File: src/pfos_pkg.sv
/*
 * Constants and types for the PWM fault source select and override block.
 * Assumes a single core clock domain; every user includes this package.
 */
package pfos_pkg;

	// ==========================================================
	// Register map (byte addresses, 32-bit aligned words)
	localparam logic [7:0]  PFOS_ADDR_FCTL = 8'h00; // Fault limit control
	localparam logic [7:0]  PFOS_ADDR_OCTL = 8'h04; // Output control (override values)
	localparam logic [7:0]  PFOS_ADDR_KEY  = 8'h08; // Unlock key, write only
	localparam logic [7:0]  PFOS_ADDR_STAT = 8'h0C; // Status, read; write 1 clears latch

	// ==========================================================
	// Field positions
	localparam int          PFOS_FCTL_SRC_LSB  = 3;
	localparam int          PFOS_FCTL_POL_BIT  = 2;
	localparam int          PFOS_FCTL_MODE_LSB = 0;
	localparam int          PFOS_OCTL_HIGH_BIT = 0;
	localparam int          PFOS_OCTL_LOW_BIT  = 1;
	localparam int          PFOS_STAT_LATCH    = 0;
	localparam int          PFOS_STAT_CYCLE    = 1;
	localparam int          PFOS_STAT_SRC      = 2;
	localparam int          PFOS_STAT_LOCKCFG  = 3;
	localparam int          PFOS_STAT_OPEN     = 4;
	localparam int          PFOS_STAT_OVR      = 5;

	// ==========================================================
	// Source selector codes
	localparam logic [4:0]  PFOS_SRC_FAULT1  = 5'h00;
	localparam logic [4:0]  PFOS_SRC_FAULT4  = 5'h03;
	localparam logic [4:0]  PFOS_SRC_CMP1    = 5'h08;
	localparam logic [4:0]  PFOS_SRC_CMP4    = 5'h0B;
	localparam logic [4:0]  PFOS_SRC_DEFAULT = 5'h1F;

	// ==========================================================
	// Unlock keys and reset values
	localparam logic [15:0] PFOS_KEY_FIRST   = 16'h0055;
	localparam logic [15:0] PFOS_KEY_SECOND  = 16'h00AA;
	localparam logic [7:0]  PFOS_FCTL_RESET  = 8'hFB; // Default source, fault disabled
	localparam logic [1:0]  PFOS_OCTL_RESET  = 2'h0;

	// ==========================================================
	// Types
	typedef enum logic [1:0]
	{
		PFOS_MODE_LATCHED = 2'b00,
		PFOS_MODE_CYCLE   = 2'b01,
		PFOS_MODE_RSVD    = 2'b10,
		PFOS_MODE_OFF     = 2'b11
	} pfos_mode_t;

	typedef enum logic [1:0]
	{
		PFOS_UL_LOCKED = 2'b00,
		PFOS_UL_KEY1   = 2'b01,
		PFOS_UL_OPEN   = 2'b10
	} pfos_ul_t;

	typedef struct packed
	{
		logic [4:0] src;
		logic       pol;
		pfos_mode_t mode;
	} pfos_fctl_t;

	typedef struct packed
	{
		logic low;
		logic high;
	} pfos_pair_t;

	typedef struct packed
	{
		logic       dflt;
		logic [3:0] cmp;
		logic [3:0] ext;
	} pfos_src_t;

endpackage

File: src/pfos_top.sv
/*
 * PWM fault source selection and output override for one generator.
 * Assumes a register master on the plain strobe port, PWM drive levels and
 * a cycle boundary pulse from the generator on core_clk, and fault pins
 * and comparator outputs asynchronous to core_clk.
 */
`timescale 1ns/1ps
`default_nettype none

module pfos_top
	import pfos_pkg::*;
(
	input  wire logic        core_clk,
	input  wire logic        resetn,
	input  wire logic [7:0]  reg_addr,
	input  wire logic [15:0] reg_wdata,
	input  wire logic        reg_write,
	input  wire logic        reg_read,
	output var  logic [15:0] reg_rdata,
	input  wire logic [3:0]  fault_in,
	input  wire logic [3:0]  comparator_in,
	input  wire logic        fault_default_in,
	input  wire logic        pwm_write_lock_config,
	input  wire logic        pwm_timebase_enable,
	input  wire logic        pwm_high_in,
	input  wire logic        pwm_low_in,
	input  wire logic        pwm_cycle_boundary,
	output var  logic        pwm_high_output,
	output var  logic        pwm_low_output,
	output var  logic        fault_override_active
);

	// ==========================================================
	// Input synchronisation
	pfos_src_t src_raw;
	pfos_src_t src_sync;

	assign src_raw = '{dflt: fault_default_in, cmp: comparator_in, ext: fault_in};

	pfos_sync #(.WIDTH(9)) u_sync
	(
		.core_clk (core_clk),
		.resetn   (resetn),
		.async_in (src_raw),
		.sync_out (src_sync)
	);

	// ==========================================================
	// Source decode: {valid, raw level}
	function automatic logic [1:0] pfos_pick(input logic [4:0] code, input pfos_src_t s);
		logic [1:0] r;
		r = 2'b00;
		if (code <= PFOS_SRC_FAULT4)
			r = {1'b1, s.ext[code[1:0]]};
		else if (code >= PFOS_SRC_CMP1 && code <= PFOS_SRC_CMP4)
			r = {1'b1, s.cmp[code[1:0]]};
		else if (code == PFOS_SRC_DEFAULT)
			r = {1'b1, s.dflt};
		return r;
	endfunction

	// ==========================================================
	// Registers and state
	pfos_fctl_t fctl;
	pfos_pair_t ovr;
	pfos_ul_t   ul_state;
	logic       lock_cfg;
	logic       strap_taken;
	logic       latch_hold;
	logic       cycle_hold;

	// Access decode
	wire wr_fctl = reg_write && reg_addr == PFOS_ADDR_FCTL;
	wire wr_octl = reg_write && reg_addr == PFOS_ADDR_OCTL;
	wire wr_key  = reg_write && reg_addr == PFOS_ADDR_KEY;
	wire wr_stat = reg_write && reg_addr == PFOS_ADDR_STAT;

	// Fault evaluation
	wire [1:0] picked      = pfos_pick(fctl.src, src_sync);
	wire       src_valid   = picked[1];
	wire       src_level   = picked[0];
	wire       src_assert  = src_valid && (src_level ^ fctl.pol);
	wire       mode_latch  = fctl.mode == PFOS_MODE_LATCHED;
	wire       mode_cycle  = fctl.mode == PFOS_MODE_CYCLE;
	wire       fault_live  = src_assert && (mode_latch || mode_cycle);
	wire       override_now = fault_live || latch_hold || cycle_hold;

	// Lock and key handling
	wire lock_open  = !lock_cfg || ul_state == PFOS_UL_OPEN;
	wire octl_taken = wr_octl && lock_open;
	wire key_first  = wr_key && reg_wdata == PFOS_KEY_FIRST;
	wire key_second = wr_key && reg_wdata == PFOS_KEY_SECOND;

	// Next values
	wire next_latch = (fault_live && mode_latch) ||
		(latch_hold && !(wr_stat && reg_wdata[PFOS_STAT_LATCH]));
	wire next_cycle = (fault_live && mode_cycle) ||
		(cycle_hold && !pwm_cycle_boundary);
	wire next_high  = override_now ? ovr.high : pwm_high_in;
	wire next_low   = override_now ? ovr.low : pwm_low_in;

	// Key sequence: two consecutive key writes open one output-control write
	pfos_ul_t next_ul;
	always_comb
	begin
		next_ul = ul_state;
		unique case (ul_state)
			PFOS_UL_LOCKED:
				if (key_first)
					next_ul = PFOS_UL_KEY1;
			PFOS_UL_KEY1:
				if (key_second)
					next_ul = PFOS_UL_OPEN;
				else if (reg_write)
					next_ul = key_first ? PFOS_UL_KEY1 : PFOS_UL_LOCKED;
			PFOS_UL_OPEN:
				if (wr_octl)
					next_ul = PFOS_UL_LOCKED; // One write per unlock
			default:
				next_ul = PFOS_UL_LOCKED;
		endcase
	end

	// Status word; bit 6 mirrors the time base so software can see when a
	// polarity edit is unsafe, the block itself never blocks the edit
	wire [15:0] stat_word = {9'h000, pwm_timebase_enable, override_now,
		ul_state == PFOS_UL_OPEN, lock_cfg, src_assert, cycle_hold, latch_hold};

	// Read mux on the strobe's address; unmapped addresses read as zero
	wire [15:0] rd_mux =
		(reg_addr == PFOS_ADDR_FCTL) ? {8'h00, fctl} :
		(reg_addr == PFOS_ADDR_OCTL) ? {14'h0000, ovr} :
		(reg_addr == PFOS_ADDR_STAT) ? stat_word : 16'h0000;

	// Configuration registers
	always_ff @(posedge core_clk or negedge resetn)
	begin
		if (!resetn)
		begin
			fctl <= pfos_fctl_t'(PFOS_FCTL_RESET);
			ovr  <= pfos_pair_t'(PFOS_OCTL_RESET);
		end
		else
		begin
			if (wr_fctl)
				fctl <= pfos_fctl_t'(reg_wdata[7:0]);
			if (octl_taken)
				ovr <= pfos_pair_t'(reg_wdata[1:0]);
		end
	end

	// Lock strap caught after release; locked until then, the safe side
	always_ff @(posedge core_clk or negedge resetn)
	begin
		if (!resetn)
		begin
			lock_cfg    <= 1'b1;
			strap_taken <= 1'b0;
			ul_state    <= PFOS_UL_LOCKED;
		end
		else
		begin
			strap_taken <= 1'b1;
			if (!strap_taken)
				lock_cfg <= pwm_write_lock_config;
			ul_state <= next_ul;
		end
	end

	// Override holds; a new fault beats a clear in the same cycle
	always_ff @(posedge core_clk or negedge resetn)
	begin
		if (!resetn)
		begin
			latch_hold <= 1'b0;
			cycle_hold <= 1'b0;
		end
		else
		begin
			latch_hold <= next_latch;
			cycle_hold <= next_cycle;
		end
	end

	// Output pins registered so the pins never glitch on a decode change
	always_ff @(posedge core_clk or negedge resetn)
	begin
		if (!resetn)
		begin
			pwm_high_output       <= 1'b0;
			pwm_low_output        <= 1'b0;
			fault_override_active <= 1'b0;
		end
		else
		begin
			pwm_high_output       <= next_high;
			pwm_low_output        <= next_low;
			fault_override_active <= override_now;
		end
	end

	// Read data registered at the strobe edge, so it stands only in the next cycle
	always_ff @(posedge core_clk or negedge resetn)
	begin
		if (!resetn)
			reg_rdata <= 16'h0000;
		else if (reg_read)
			reg_rdata <= rd_mux;
		else
			reg_rdata <= 16'h0000; // Zero outside the one answer cycle
	end
endmodule

`default_nettype wire

File: src/pfos_sync.sv
/*
 * Three-stage input synchroniser with agreement filter.
 * Assumes inputs are asynchronous to core_clk; output updates when stages
 * two and three agree.
 */
`timescale 1ns/1ps
`default_nettype none

module pfos_sync
	import pfos_pkg::*;
#(
	parameter int WIDTH = 9
)
(
	input  wire logic             core_clk,
	input  wire logic             resetn,
	input  wire logic [WIDTH-1:0] async_in,
	output var  logic [WIDTH-1:0] sync_out
);

	// ==========================================================
	// Stages
	logic [WIDTH-1:0] stage1;
	logic [WIDTH-1:0] stage2;
	logic [WIDTH-1:0] stage3;
	wire  [WIDTH-1:0] agree = ~(stage2 ^ stage3);
	wire  [WIDTH-1:0] next_sync_out = (agree & stage3) | (~agree & sync_out);

	// Stage one feeds only stage two, to keep metastability contained
	always_ff @(posedge core_clk or negedge resetn)
	begin
		if (!resetn)
		begin
			stage1   <= '0;
			stage2   <= '0;
			stage3   <= '0;
			sync_out <= '0;
		end
		else
		begin
			stage1   <= async_in;
			stage2   <= stage1;
			stage3   <= stage2;
			sync_out <= next_sync_out;
		end
	end

endmodule

`default_nettype wire

File: config.mk
export PLATFORM = sky130hd
export DESIGN_NAME = pfos_top
export DESIGN_NICKNAME = d
export VERILOG_FILES = /design/src/pfos_pkg.sv /design/src/pfos_top.sv /design/src/pfos_sync.sv
export SDC_FILE = /design/constraint.sdc
export NUM_CORES = 1
export LEC_CHECK = 0
export ABC_AREA = 0
export BUFFER_PORTS_ARGS = -buffer_cell sky130_fd_sc_hd__buf_2
export CAP_MARGIN = 10
export CORE_MARGIN = 2
export CORE_UTILIZATION = 45
export CTS_BUF_LIST = sky130_fd_sc_hd__clkbuf_8
export DETAILED_ROUTE_END_ITERATION = 8
export GPL_ROUTABILITY_DRIVEN = 0
export PLACE_DENSITY = 0.77
export SKIP_CTS_REPAIR_TIMING = 1
export SYNTH_ARGS = -nofsm -noshare
export SYNTH_HDL_FRONTEND = slang
export SYNTH_HIERARCHICAL = 1
export SYNTH_SLANG_ARGS = --single-unit
File: constraint.sdc
create_clock -name core_clk -period 7.12 [get_ports core_clk]
set_input_delay 0 -clock core_clk [delete_from_list [all_inputs] [get_ports core_clk]]
set_output_delay 0 -clock core_clk [all_outputs]
set_load 0.01 [all_outputs]
==> results.yml <==
yosys:
  ys_seq_area_share_pct: 66.60
  ys.flop_type: "dfrtp_1"
  synth_area_per_cell_um2: 14.35
  yosysWarnings: 6
  synth-async-reset-ratio_pct: 100.0
  netlist_instances: 166
  synth-seq-cells: 63
  netlist_area_um2: 2382
  synth_edf_count: 0
  synth_cell_type_count: 42
grt:
  overflow: 0
  grt_pass1_vias: 1416
  grt_pass1_wl_um: 6555
  grt_max_degree: 64
  antenna_found_initial: 0
  grt_usage_pct: 14.63
critical_path:
  end_kind: "flop"
  start_kind: "flop"
  crit_required_ns: 7.34
  cp_max_fo: 5
  criticalPathCategory: "flop to flop"
  arrival_ns: 2.83
drt:
  wl_per_cell_um: 13.18
  drt_iter0_markers: 65
  antenna_left: 0
  wl_um: 4310
  drtPass1Iterations: 4
  vias_per_cell: 4.887
  num_vias: 1598
  drc: 0
flow_run:
  drv_cap: 0
clocking:
  path_clk_slew_ns: 0.07
  clockBufferDepth: 2
  cts_buffers: 9
  clock-sinks: 63
  worstSkewPairLatency_ns: 0.34
  root_buffer: "clkbuf_8"
  cts.htree.levels: 3
  cts_tree: "built"
finish:
  design_area_um2: 3196
  nNetsFinal: 294
  drive_gt1_share_pct: 39.30
  final_cell_mix: "dfrtp_1, buf_2, dlygate4sd3_1, clkbuf_8"
  final_cells: 327
  area_growth_pct: 34.14
  final_common_cell: "dfrtp_1"
  diodes: 0
timing:
  holdWs_ns: 0.03119
  period_share_pct: 36.61
  grt_setup_unrepaired: "no"
  tightest_slew_ns: 0.7511
  fin_worst_skew_ns: 0.007786
  slew_headroom_pct: 49.93
  fin_setup_tns_ns: 0
  hold_viol_final: 0
  min_period_ns: 2.606
  setup_viol: 0
  drv_slew: 0
  max_freq_ghz: 0.3837
die:
  core_um2: 5107
  std_cell_rows: 26
  dieWidth_um: 76.76
  initial_core_util_pct: 46.64
  io_pins: 61
  die_h_um: 76.76
  die-area_um2: 5892
power:
  total_power_uw: 804.7
  power_density_nw_per_um2: 251.8
  peakVddDrop_mv: 0.1621
  p_leak_nw: 1.502
place:
  portBuffers: 52
  place_area_um2: 2693
  hpwl_um: 2855
  placedCellCount: 285
outcome:
  status: "finished, final reports clean"
min_path:
  hold_class: "input pin to flop"
==> final timing paths <==
kind	from	end	slack (ns)	cells past startpoint
hold reg to reg	u_sync/stage1[1]$_DFF_PN0_	u_sync/stage2[1]$_DFF_PN0_	0.35	0
max in group asynchronous	resetn	async pin	6.27	3
hold / removal	reg_addr[3]	reg_rdata[1]$_DFF_PN0_	0.03	3
setup reg to reg	fctl[3]$_DFFE_PN1P_	pwm_high_output$_DFF_PN0_	4.51	5
min in group asynchronous	resetn	reg_rdata[3]$_DFF_PN0_	0.35	3
setup / recovery	fctl[3]$_DFFE_PN1P_	pwm_high_output$_DFF_PN0_	4.51	5
==> metrics by stage <==
step	setup WS [ns]	utilization [%]
after detailed placement	4.507	52.72
final	4.514	62.57
after floorplan	4.635	-
after global routing	4.407	62.57
after CTS	4.506	57.47
after global placement	4.540	52.72
==> cells by family after synthesis <==
kind of cell / share of synthesized area (%)
flops: 66.60
simple gates: 10.66
compound gates: 5.620
buf+inv: 3.939
mux: 8.614
fa+ha+maj: 4.254
other cells: 0.3152
==> critical path, cell delays in order, from the launching register on <==
cell,delay (ns)
dfstp_2,0.58
mux4_1,0.55
and3_1,0.21
or4_4,0.44
a311oi_2,0.37
mux2_1,0.35
==> layout make-up <==
cell class              instances  area (µm²)
fillers                       404        1912
flip-flops and latches         63        1587
multi-input cells              93       728.2
repair buffers                 79       528.0
clock buffers                  13       178.9
well taps                      70       87.58
clock inverters                 3       63.81
inverters                       6       22.52
==> metal layers <==
layer	track usage [%]	wire length [µm]
met4	8.909	63
met2	23.25	2134
met5	0	0
met1	16.92	1816
met3	5.294	295
==> power breakdown <==
part	total [mW]	switching, mW	internal, mW
combinational	0.0561	0.0246	0.0315
sequential	0.388	0.0105	0.377
clock	0.361	0.127	0.234
==> cell usage after synthesis (all sizes together) (2+ instances only) <==
master / count / area, µm²
mux2: 13 / 146.4
nor2: 11 / 41.29
a311oi: 2 / 23.77
a31oi: 2 / 12.51
conb: 2 / 7.510
nor4: 3 / 18.77
nor4b: 3 / 26.28
dfstp: 8 / 210.2
inv: 6 / 22.52
clkbuf: 3 / 11.26
nand4b: 2 / 17.52
nor2b: 2 / 12.51
buf: 8 / 60.06
nand2: 5 / 18.77
nand3: 3 / 15.01
dfrtp: 55 / 1376
a22oi: 3 / 22.52
and4: 2 / 18.77
a21oi: 3 / 15.01
mux4: 2 / 48.80
and3: 3 / 18.77
maj3: 9 / 101.4
Power figures use the tool's default switching activity.
